$ cat src/hdl/scr_defs.svh
// Constants for the safety connection timeout recovery supervisor
// Operation
// - Version 1.0 or later: user chooses stop or continue after a connection timeout.
// - Older version: always continue, automatic reconnection, no stop option.
// - Automatic mode: keep retrying a timed-out connection, resume without user action.
// - Stop-failed-only mode: hold failed connection stopped, others keep running.
// - Stop-failed-only mode: restart on own flag edge or restart command.
// - Stop-all mode: any timeout halts traffic with every slave.
// - Stop-all mode: a single-connection restart is refused; only all-restart resumes.
// - Single resume command restarts only the selected errored connection.
// - Resume-all command restarts every stopped connection.
// - Restart flags act on their low-to-high edge only, never on level.
// - Timeout drops the connection and drives its data to safe state.
// - Up to 32 master-side connections are tracked on version 1.0 or later.
`ifndef SCR_DEFS_SVH
`define SCR_DEFS_SVH
`define SCR_NUM_CONN 32
`define SCR_NUM_CONN_OLD 16
`define SCR_IDX_W 5
`define SCR_MODE_W 2
`define SCR_RST_MODE 2'h0
`endif

$ cat src/hdl/scr_pkg.sv
// Types of the safety connection timeout recovery supervisor
package scr_pkg;
    // Recovery mode after a connection timeout
    typedef enum logic [1:0] {
        SCR_MODE_AUTO = 2'h0,
        SCR_MODE_STOP_ONE = 2'h1,
        SCR_MODE_STOP_ALL = 2'h3
    } scr_mode_t;
endpackage

$ cat src/hdl/scr_cmd_decode.sv
// Decoder for configuration tool resume commands into a per-connection mask
`timescale 1ns/100ps
`default_nettype none
module scr_cmd_decode #(
    parameter int NUM_CONN = 32,
    parameter int IDX_W = 5
) (
    // Command strobes
    input wire logic i_resume_one,
    input wire logic [IDX_W-1:0] i_resume_idx,
    input wire logic i_resume_all,
    // Decoded masks
    output logic [NUM_CONN-1:0] o_one_mask,
    output logic [NUM_CONN-1:0] o_all_mask
);
    // One-hot for a single resume, all ones for resume-all
    always_comb begin
        o_one_mask = '0;
        if (i_resume_one && (int'(i_resume_idx) < NUM_CONN)) begin
            o_one_mask[i_resume_idx] = 1'b1;
        end
        o_all_mask = {NUM_CONN{i_resume_all}};
    end
endmodule
`default_nettype wire

$ cat src/hdl/scr_edge_det.sv
// Rising edge detector for the per-connection restart flags
`timescale 1ns/100ps
`default_nettype none
module scr_edge_det #(
    parameter int WIDTH = 32
) (
    // Clock and reset
    input wire logic i_core_clk,
    input wire logic i_rst_n,
    // Level in, edge out
    input wire logic [WIDTH-1:0] i_level,
    output logic [WIDTH-1:0] o_rise
);
    logic [WIDTH-1:0] prev_ff;
    logic [WIDTH-1:0] nxt_prev;

    // Previous level; held high through reset so a flag high at release is no edge
    always_comb begin
        nxt_prev = i_level;
    end

    always_ff @(posedge i_core_clk) begin
        if (!i_rst_n) begin
            prev_ff <= '1;
        end else begin
            prev_ff <= nxt_prev;
        end
    end

    assign o_rise = i_level & ~prev_ff;
endmodule
`default_nettype wire

$ cat src/hdl/scr_supervisor.sv
// Top: per-connection stop/run supervision after safety connection timeouts
`timescale 1ns/100ps
`default_nettype none
`include "scr_defs.svh"
module scr_supervisor
    import scr_pkg::*;
#(
    parameter int NUM_CONN = `SCR_NUM_CONN,
    parameter int IDX_W = `SCR_IDX_W
) (
    // Clock and reset
    input wire logic i_core_clk,
    input wire logic i_rst_n,
    // Configuration
    input wire logic i_unit_v1,
    input wire logic [1:0] i_recovery_mode,
    input wire logic [NUM_CONN-1:0] i_conn_enable,
    // Timeout events from the expected_packet_interval timers
    input wire logic [NUM_CONN-1:0] i_timeout,
    // Restart flags from the user logic
    input wire logic [NUM_CONN-1:0] i_restart_flag,
    // Configuration tool commands
    input wire logic i_resume_one,
    input wire logic [IDX_W-1:0] i_resume_idx,
    input wire logic i_resume_all,
    // Status and control out
    output logic [NUM_CONN-1:0] o_conn_stopped,
    output logic [NUM_CONN-1:0] o_conn_run,
    output logic [NUM_CONN-1:0] o_safe_state,
    output logic [NUM_CONN-1:0] o_reconnect_req,
    output logic o_any_stopped
);
    // Elaboration check on connection count
    if (NUM_CONN < 1 || NUM_CONN > `SCR_NUM_CONN || (1 << IDX_W) < NUM_CONN) begin : g_chk
        $error("scr_supervisor: NUM_CONN or IDX_W out of range");
    end

    logic [NUM_CONN-1:0] rise;
    logic [NUM_CONN-1:0] one_mask;
    logic [NUM_CONN-1:0] all_mask;
    logic [NUM_CONN-1:0] lim_mask;
    logic [NUM_CONN-1:0] en;
    scr_mode_t mode;
    logic [NUM_CONN-1:0] stop_ff;
    logic [NUM_CONN-1:0] nxt_stop;
    logic [NUM_CONN-1:0] down_ff;
    logic [NUM_CONN-1:0] nxt_down;
    logic [NUM_CONN-1:0] restart;
    logic all_flags_rise;
    logic any_to;

    scr_edge_det #(.WIDTH(NUM_CONN)) u_edge (
        .i_core_clk(i_core_clk),
        .i_rst_n(i_rst_n),
        .i_level(i_restart_flag),
        .o_rise(rise)
    );

    scr_cmd_decode #(.NUM_CONN(NUM_CONN), .IDX_W(IDX_W)) u_cmd (
        .i_resume_one(i_resume_one),
        .i_resume_idx(i_resume_idx),
        .i_resume_all(i_resume_all),
        .o_one_mask(one_mask),
        .o_all_mask(all_mask)
    );

    // Older units track fewer connections
    for (genvar g = 0; g < NUM_CONN; g++) begin : g_lim
        assign lim_mask[g] = i_unit_v1 || (g < `SCR_NUM_CONN_OLD);
    end
    assign en = i_conn_enable & lim_mask;

    // Older units are forced into automatic recovery
    always_comb begin
        if (!i_unit_v1) begin
            mode = SCR_MODE_AUTO;
        end else begin
            case (i_recovery_mode)
                2'h1: mode = SCR_MODE_STOP_ONE;
                2'h3: mode = SCR_MODE_STOP_ALL;
                default: mode = SCR_MODE_AUTO;
            endcase
        end
    end

    // Stop-all accepts only a restart covering every enabled connection
    assign all_flags_rise = ((rise & en) == en) && (en != '0);
    assign any_to = |(i_timeout & en);

    // Restart sources by mode
    always_comb begin
        case (mode)
            SCR_MODE_STOP_ONE: restart = rise | one_mask | all_mask;
            SCR_MODE_STOP_ALL: restart = (all_flags_rise || i_resume_all) ? '1 : '0;
            default: restart = '0;
        endcase
    end

    // Stopped state: a new timeout wins over a restart in the same cycle
    always_comb begin
        nxt_stop = '0;
        case (mode)
            SCR_MODE_STOP_ONE: begin
                nxt_stop = ((stop_ff & ~restart) | i_timeout) & en;
            end
            SCR_MODE_STOP_ALL: begin
                if (any_to) begin
                    nxt_stop = en;
                end else begin
                    nxt_stop = stop_ff & ~restart & en;
                end
            end
            default: nxt_stop = '0;
        endcase
    end

    // Link down until its connection is restarted, or for one cycle in automatic mode; timeout always drops it
    always_comb begin
        nxt_down = ((down_ff & ~restart) | i_timeout) & en;
        if (mode == SCR_MODE_AUTO) begin
            nxt_down = i_timeout & en;
        end
    end

    always_ff @(posedge i_core_clk) begin
        if (!i_rst_n) begin
            stop_ff <= '0;
            down_ff <= '0;
        end else begin
            stop_ff <= nxt_stop;
            down_ff <= nxt_down;
        end
    end

    // Outputs: stopped or freshly timed-out connections hold safe data
    assign o_conn_stopped = stop_ff;
    assign o_conn_run = en & ~stop_ff & ~down_ff;
    assign o_safe_state = stop_ff | down_ff | ~en;
    assign o_reconnect_req = en & ~stop_ff & down_ff;
    assign o_any_stopped = |stop_ff;

    // Per connection: a held flag never restarts, a fresh edge after a timeout does
    for (genvar c = 0; c < NUM_CONN; c++) begin : g_conn_chk

    end
endmodule
`default_nettype wire

$ cat config.mk
export PLATFORM = sky130hd
export DESIGN_NAME = scr_supervisor
export DESIGN_NICKNAME = d
export VERILOG_FILES = /design/src/hdl/scr_pkg.sv /design/src/hdl/scr_cmd_decode.sv /design/src/hdl/scr_edge_det.sv /design/src/hdl/scr_supervisor.sv
export VERILOG_INCLUDE_DIRS = /design/src /design/src/hdl
export SDC_FILE = /design/constraint.sdc
export NUM_CORES = 1
export LEC_CHECK = 0
export BUFFER_PORTS_ARGS = -buffer_cell sky130_fd_sc_hd__clkbuf_2
export CORE_ASPECT_RATIO = 0.9
export CORE_MARGIN = 2
export CORE_UTILIZATION = 44
export DETAILED_ROUTE_END_ITERATION = 10
export GPL_TIMING_DRIVEN = 0
export PLACE_DENSITY = 0.78
export REMOVE_ABC_BUFFERS = 1
export SYNTH_ARGS = -nofsm -noshare
export SYNTH_HDL_FRONTEND = slang
export SYNTH_SLANG_ARGS = --single-unit
$ cat constraint.sdc
create_clock -name i_core_clk -period 2 [get_ports i_core_clk]
set_input_delay 0.4 -clock i_core_clk [delete_from_list [all_inputs] [get_ports i_core_clk]]
set_output_delay 0.4 -clock i_core_clk [all_outputs]
set_load 0.05 [all_outputs]
After elaboration in Yosys (flattened, before gate mapping)
Cells that the tools add are included.

Logic and storage cells: 50. Output and inout bits: 129. Flip-flop bits (word level): 96. Input bits: 108.

Equal/unequal tests: 5. Bitwise gates (word level): 23. Magnitude comparators: 2. Multiplexer cells: 10. Reduce and logical (&&, ||, !) cells: 7.

Operator list (number): AND 32 bit (12); bitwise OR 32 bit (6); NOT 32 bit (5); 2-to-1 mux 32 bit (4); one-hot mux 32 bit (2 select lines) (2); OR reduction 32 bit (2); equality test 32 bit (1); nonzero test 32 bit (1); < comparator 5 x 6 -> 1 bit (second input constant) (1); demux 1 bit (select 5 bit) (1); greater-or-equal comparator 5 x 1 -> 1 bit (second input constant) (1); equality test 2 x 1 -> 1 bit (second input constant) (2); equality test 2 bit (second input constant) (2); one-hot mux 2 bit (2 select lines) (1); logical AND 1 bit (2); zero test 2 bit (1); 2-to-1 mux 2 bit (1); logical OR 1 bit (1); 2-to-1 mux 1 bit (1).

Longest topological paths before layout
Depth in word-level cells: 13. Mapped depth: 9. Mapped depth without buffers: 6.

By module
Synthesis repeated with hierarchy kept, for this count alone.

Cell total of the unflattened synthesis: 735. Area, all modules: 5612.9 um^2.

By module, submodules not included: scr_supervisor (sequential area each 1281.2 um^2, instances 1, area an instance 4085.2 um^2, cells each 557); scr_edge_det (sequential area each 640.6 um^2, instances 1, area an instance 1057.3 um^2, cells each 99); scr_cmd_decode (sequential area each 0.0 um^2, instances 1, area an instance 470.5 um^2, cells each 79).

Least setup slack after synthesis
Ideal clock, no wire load.

Path kind: input -> output. From: in i_unit_v1. To: out o_safe_state[17]. Cell stages on the path: 6. Required time: 1600 ps. Path buffers: 3. Data arrival time: 2726 ps. Slack: -1126 ps. Cell sequence: buf_6 > buf_2 > buf_1 > nand2_1 > nor3_1 > inv_1.

Longest elaborated chain between the ends: 3.

Ends and longest elaborated chain: from (decl) (RTL line scr_supervisor.sv:15) `input wire logic i_unit_v1,`; AND 32 bit (RTL line scr_supervisor.sv:71) `assign en = i_conn_enable & lim_mask;`; NOT 32 bit (RTL line scr_supervisor.sv:138) `assign o_safe_state = stop_ff | down_ff | ~en;`; bitwise OR 32 bit (RTL line scr_supervisor.sv:138); to (decl) (RTL line scr_supervisor.sv:29) `output logic [NUM_CONN-1:0] o_safe_state,`.

Every way passes these cells.

Worst setup path in the final report
From: reg u_edge.prev_ff[28]. To: reg down_ff[11].

Longest elaborated chain between the ends: 13.

Ends and longest elaborated chain: from (decl) (RTL line scr_edge_det.sv:14) `logic [WIDTH-1:0] prev_ff;`; from (signal assigned) (RTL line scr_edge_det.sv:26) `prev_ff <= nxt_prev;`; NOT 32 bit (RTL line scr_edge_det.sv:30) `assign o_rise = i_level & ~prev_ff;`; AND 32 bit (RTL line scr_edge_det.sv:30); AND 32 bit (RTL line scr_supervisor.sv:87) `assign all_flags_rise = ((rise & en) == en) && (en != '0);`; equality test 32 bit (RTL line scr_supervisor.sv:87); logical AND 1 bit (RTL line scr_supervisor.sv:87); logical OR 1 bit (RTL line scr_supervisor.sv:94) `SCR_MODE_STOP_ALL: restart = (all_flags_rise || i_resume_all) ? '1 : '0;`; 2-to-1 mux 32 bit (RTL line scr_supervisor.sv:94); one-hot mux 32 bit (2 select lines) (RTL line scr_supervisor.sv:92) `case (mode)`; NOT 32 bit (RTL line scr_supervisor.sv:119) `nxt_down = ((down_ff & ~restart) | i_timeout) & en;`; AND 32 bit (RTL line scr_supervisor.sv:119); bitwise OR 32 bit (RTL line scr_supervisor.sv:119); AND 32 bit (RTL line scr_supervisor.sv:119); 2-to-1 mux 32 bit (RTL line scr_supervisor.sv:120) `if (mode == SCR_MODE_AUTO) begin`; to (signal assigned) (RTL line scr_supervisor.sv:131) `down_ff <= nxt_down;`; to (decl) (RTL line scr_supervisor.sv:46) `logic [NUM_CONN-1:0] down_ff;`.

Every way passes these cells. A chain may end at the register's enable or synchronous reset.

==> results.cfg <==
[worst_setup_path]
crit_path_start_kind = flop
crit_fanout = 6
required_ns = 2.23
crit_chain = nor2b_2 -> o22ai_2 -> or4_4 -> nor4_4 -> buf_6 -> and2_4 -> o21ai_0
end_kind = flop
cpPeakStageDelay_ns = 0.54
path_depth = 7
path_buf_inv = 1
crit_family = simple AND/OR/NAND/NOR gates
worst-setup-path-type = flop to flop
cp_slowest_cell = or4_4
arrival_ns = 2.37
reg2reg_depth = 7

[die]
core_um2 = 12100
dieArea_um2 = 13500
pin_count = 237
fp-row-count = 38
fp.dieW_um = 122
dieHeight_um = 110
start_util = 0.455

[global_route]
grt_pass1_wl_um = 33200
grt_pass1_vias = 5914
globalRoute.totalOverflow = 0
antenna_found_initial = 0
grtUsageTotal = 0.326
grt_max_degree = 67

[sta]
finClkSkew_ns = 0.00996
relSlewSlack = 0.419
final_hold_viol_count = 0
grt_setup_unrepaired = yes
layout_setup_ws_ns = -0.146
tightest_slew_ns = 0.869
clock.fmax_mhz = 466
setup_violations = 65
fin_crit_sh = 1.07
slew_violations = 0
finalCriticalPeriod_ns = 2.15

[clock_tree]
cts_hold_buf = 0
clk_pin_slew_ns = 0.07
cts.htree.levels = 3
clk_latency_ns = 0.35
cts-root-buf = clkbuf_16
cts_tree = done
clock-sinks = 96
clk_path_buf_depth = 2
cts_buffers = 9

[run]
maxCapViolCount = 0

[power_and_ir_drop]
ir_drop_v = 0.000444
p_total_mw = 5.20
pwr_density_cell_nw_per_um2 = 684
power.leakage_nw = 3.48

[synth]
synth_mux_area_frac = 0
synth-main-ff-cell = dfxtp_1
synth_top_family_by_area = simple AND/OR/NAND/NOR gates
synth_seq_area_share = 0.348
synth_compound_area_frac = 0.248
postSynthCellCount = 681
synth_edf_count = 0
synth.distinct_cells = 50
syn_area_per_cell_um2 = 8.10
synthAdderAreaFrac = 0
netlist_area_um2 = 5520
synth_xor_xnor_area_share = 0
yosys.area_share.simple = 0.327
ys_ff_latch = 96
ys_warn_count = 0
ys_async_sr_fraction = 0

[run_status]
status = finished, violations left
violations = setup timing

[placement]
pre_cts_ws_ns = -1.71
place_area_um2 = 6790
io_buffers = 236
dp_hpwl_um = 15500
place.gp.congestion = 0.937
dpl.cell_count = 1043

[final_layout]
fin_util = 0.627
drive_above_1_share = 0.377
final_cell_area_um2 = 7600
antenna_cells = 0
syn2layout_area_growth_pct = 37.8
final_nets = 1021
stdcell_count = 1078

[route]
via_count = 6710
wl_met3_um = 3030
drt-wirelength-per-cell_um = 20.9
viasPerCell = 6.22
met1_length_um = 8840
drc = 0
met2_length_um = 9860
drt_iter0_markers = 875
first_pass_iters = 5
top_layer = met4
ant_nets = 0
totalWireLength_um = 22500

[hold_path]
hold_path.class = input port to flop
hold_depth = 2
[cells in the final DEF, fill, tap and decap left out, drive strengths merged, types with 2 or more instances in the layout]
| cell type | count |
|---|---|
| clkinvlp | 4 |
| nand2b | 44 |
| o21a | 15 |
| nand4 | 49 |
| inv | 60 |
| and3 | 12 |
| nand3b | 2 |
| nor2b | 16 |
| a21o | 8 |
| o21ai | 26 |
| o31ai | 30 |
| a21oi | 26 |
| or2 | 3 |
| clkinv | 2 |
| nor3b | 36 |
| buf | 15 |
| nor3 | 18 |
| a22o | 6 |
| a22oi | 6 |
| dfxtp | 96 |
| a31o | 8 |
| clkbuf | 245 |
| nor4 | 17 |
| a32o | 8 |
| nand2 | 27 |
| and2 | 8 |
| o22ai | 32 |
| a221oi | 12 |
| o2111ai | 4 |
| nor2 | 22 |
| a21boi | 2 |
| and3b | 16 |
| nand3 | 31 |
[final timing paths]
| check | start | end | slack [ns] |
|---|---|---|---|
| setup / recovery | u_edge.prev_ff[28] | down_ff[11] | -0.15 |
| hold / removal | i_restart_flag[20] | u_edge.prev_ff[20] | 0.23 |
| setup reg to reg | u_edge.prev_ff[28] | down_ff[11] | -0.15 |
| hold reg to reg | down_ff[5] | down_ff[5] | 0.50 |
[what timing repair did]
item	in CTS	in global routing
buffers inserted	9	1
pin swaps	55	15
cloned	9	0
endpoints found under the setup margin	113	65
gates resized for setup	63	29
[per-layer routing]
layer  track usage  up-vias
met4         0.131        0
met5             0        -
met2         0.497      489
met3        0.0823       65
li1              -     3036
met1         0.444     3120
[cell families (layout without fill, tap and decap cells)]
group | Yosys count | count (layout)
compound gates | 187 | 188
simple gates | 300 | 307
flops | 96 | 96
buf+inv | 98 | 327
[power by group]
group / internal [mW] / total, mW / switching, mW
sequential: 1.98 / 2.05 / 0.0615
combinational: 0.399 / 1.34 / 0.938
clock: 1.01 / 1.82 / 0.813
[area by class of cell]
type / instances / area (µm²)
Inverter: 61 / 229
Fill cell: 1051 / 4520
Multi-Input combinational cell: 495 / 3550
Timing Repair Buffer: 250 / 1380
Sequential cell: 96 / 1940
Clock buffer: 10 / 239
Tap cell: 160 / 200
Clock inverter: 6 / 68.8
[flip-flops by register name (all words and copies together) (netlist names)]
name / count
down_ff: 32
o_conn_stopped: 32
u_edge.prev_ff: 32
[cells in the mapped netlist, types with 18 or more instances]
cell type / number / share of area
dfxtp_1: 96 / 0.35
inv_1: 60 / 0.041
nand4_1: 49 / 0.056
nand2b_1: 44 / 0.050
nor3b_1: 36 / 0.049
nand3_1: 31 / 0.028
o31ai_1: 30 / 0.041
clkbuf_1: 27 / 0.018
a21oi_1: 26 / 0.024
o21ai_0: 26 / 0.024
nand2_1: 25 / 0.017
nor2_1: 22 / 0.015
o22ai_1: 22 / 0.025
nor3_1: 18 / 0.016
[metrics by stage]
step           hold slack, ns  setup TNS (ns)
2_1_floorplan           0.456          -58.66
3_3_place_gp            0.471         -176.72
3_5_place_dp            0.482         -123.06
4_1_cts                 0.236           -1.68
5_1_grt                 0.245           -8.40
6_report                0.233           -6.02
[worst reg2reg max path, stage by stage, from the launching register on]
cell and delay, ns:
dfxtp_1 0.31, nor2b_2 0.19, o22ai_2 0.10, or4_4 0.54, nor4_4 0.31, buf_6 0.19
and2_4 0.25, o21ai_0 0.13
Note: power is estimated with default switching activity, not from simulation.
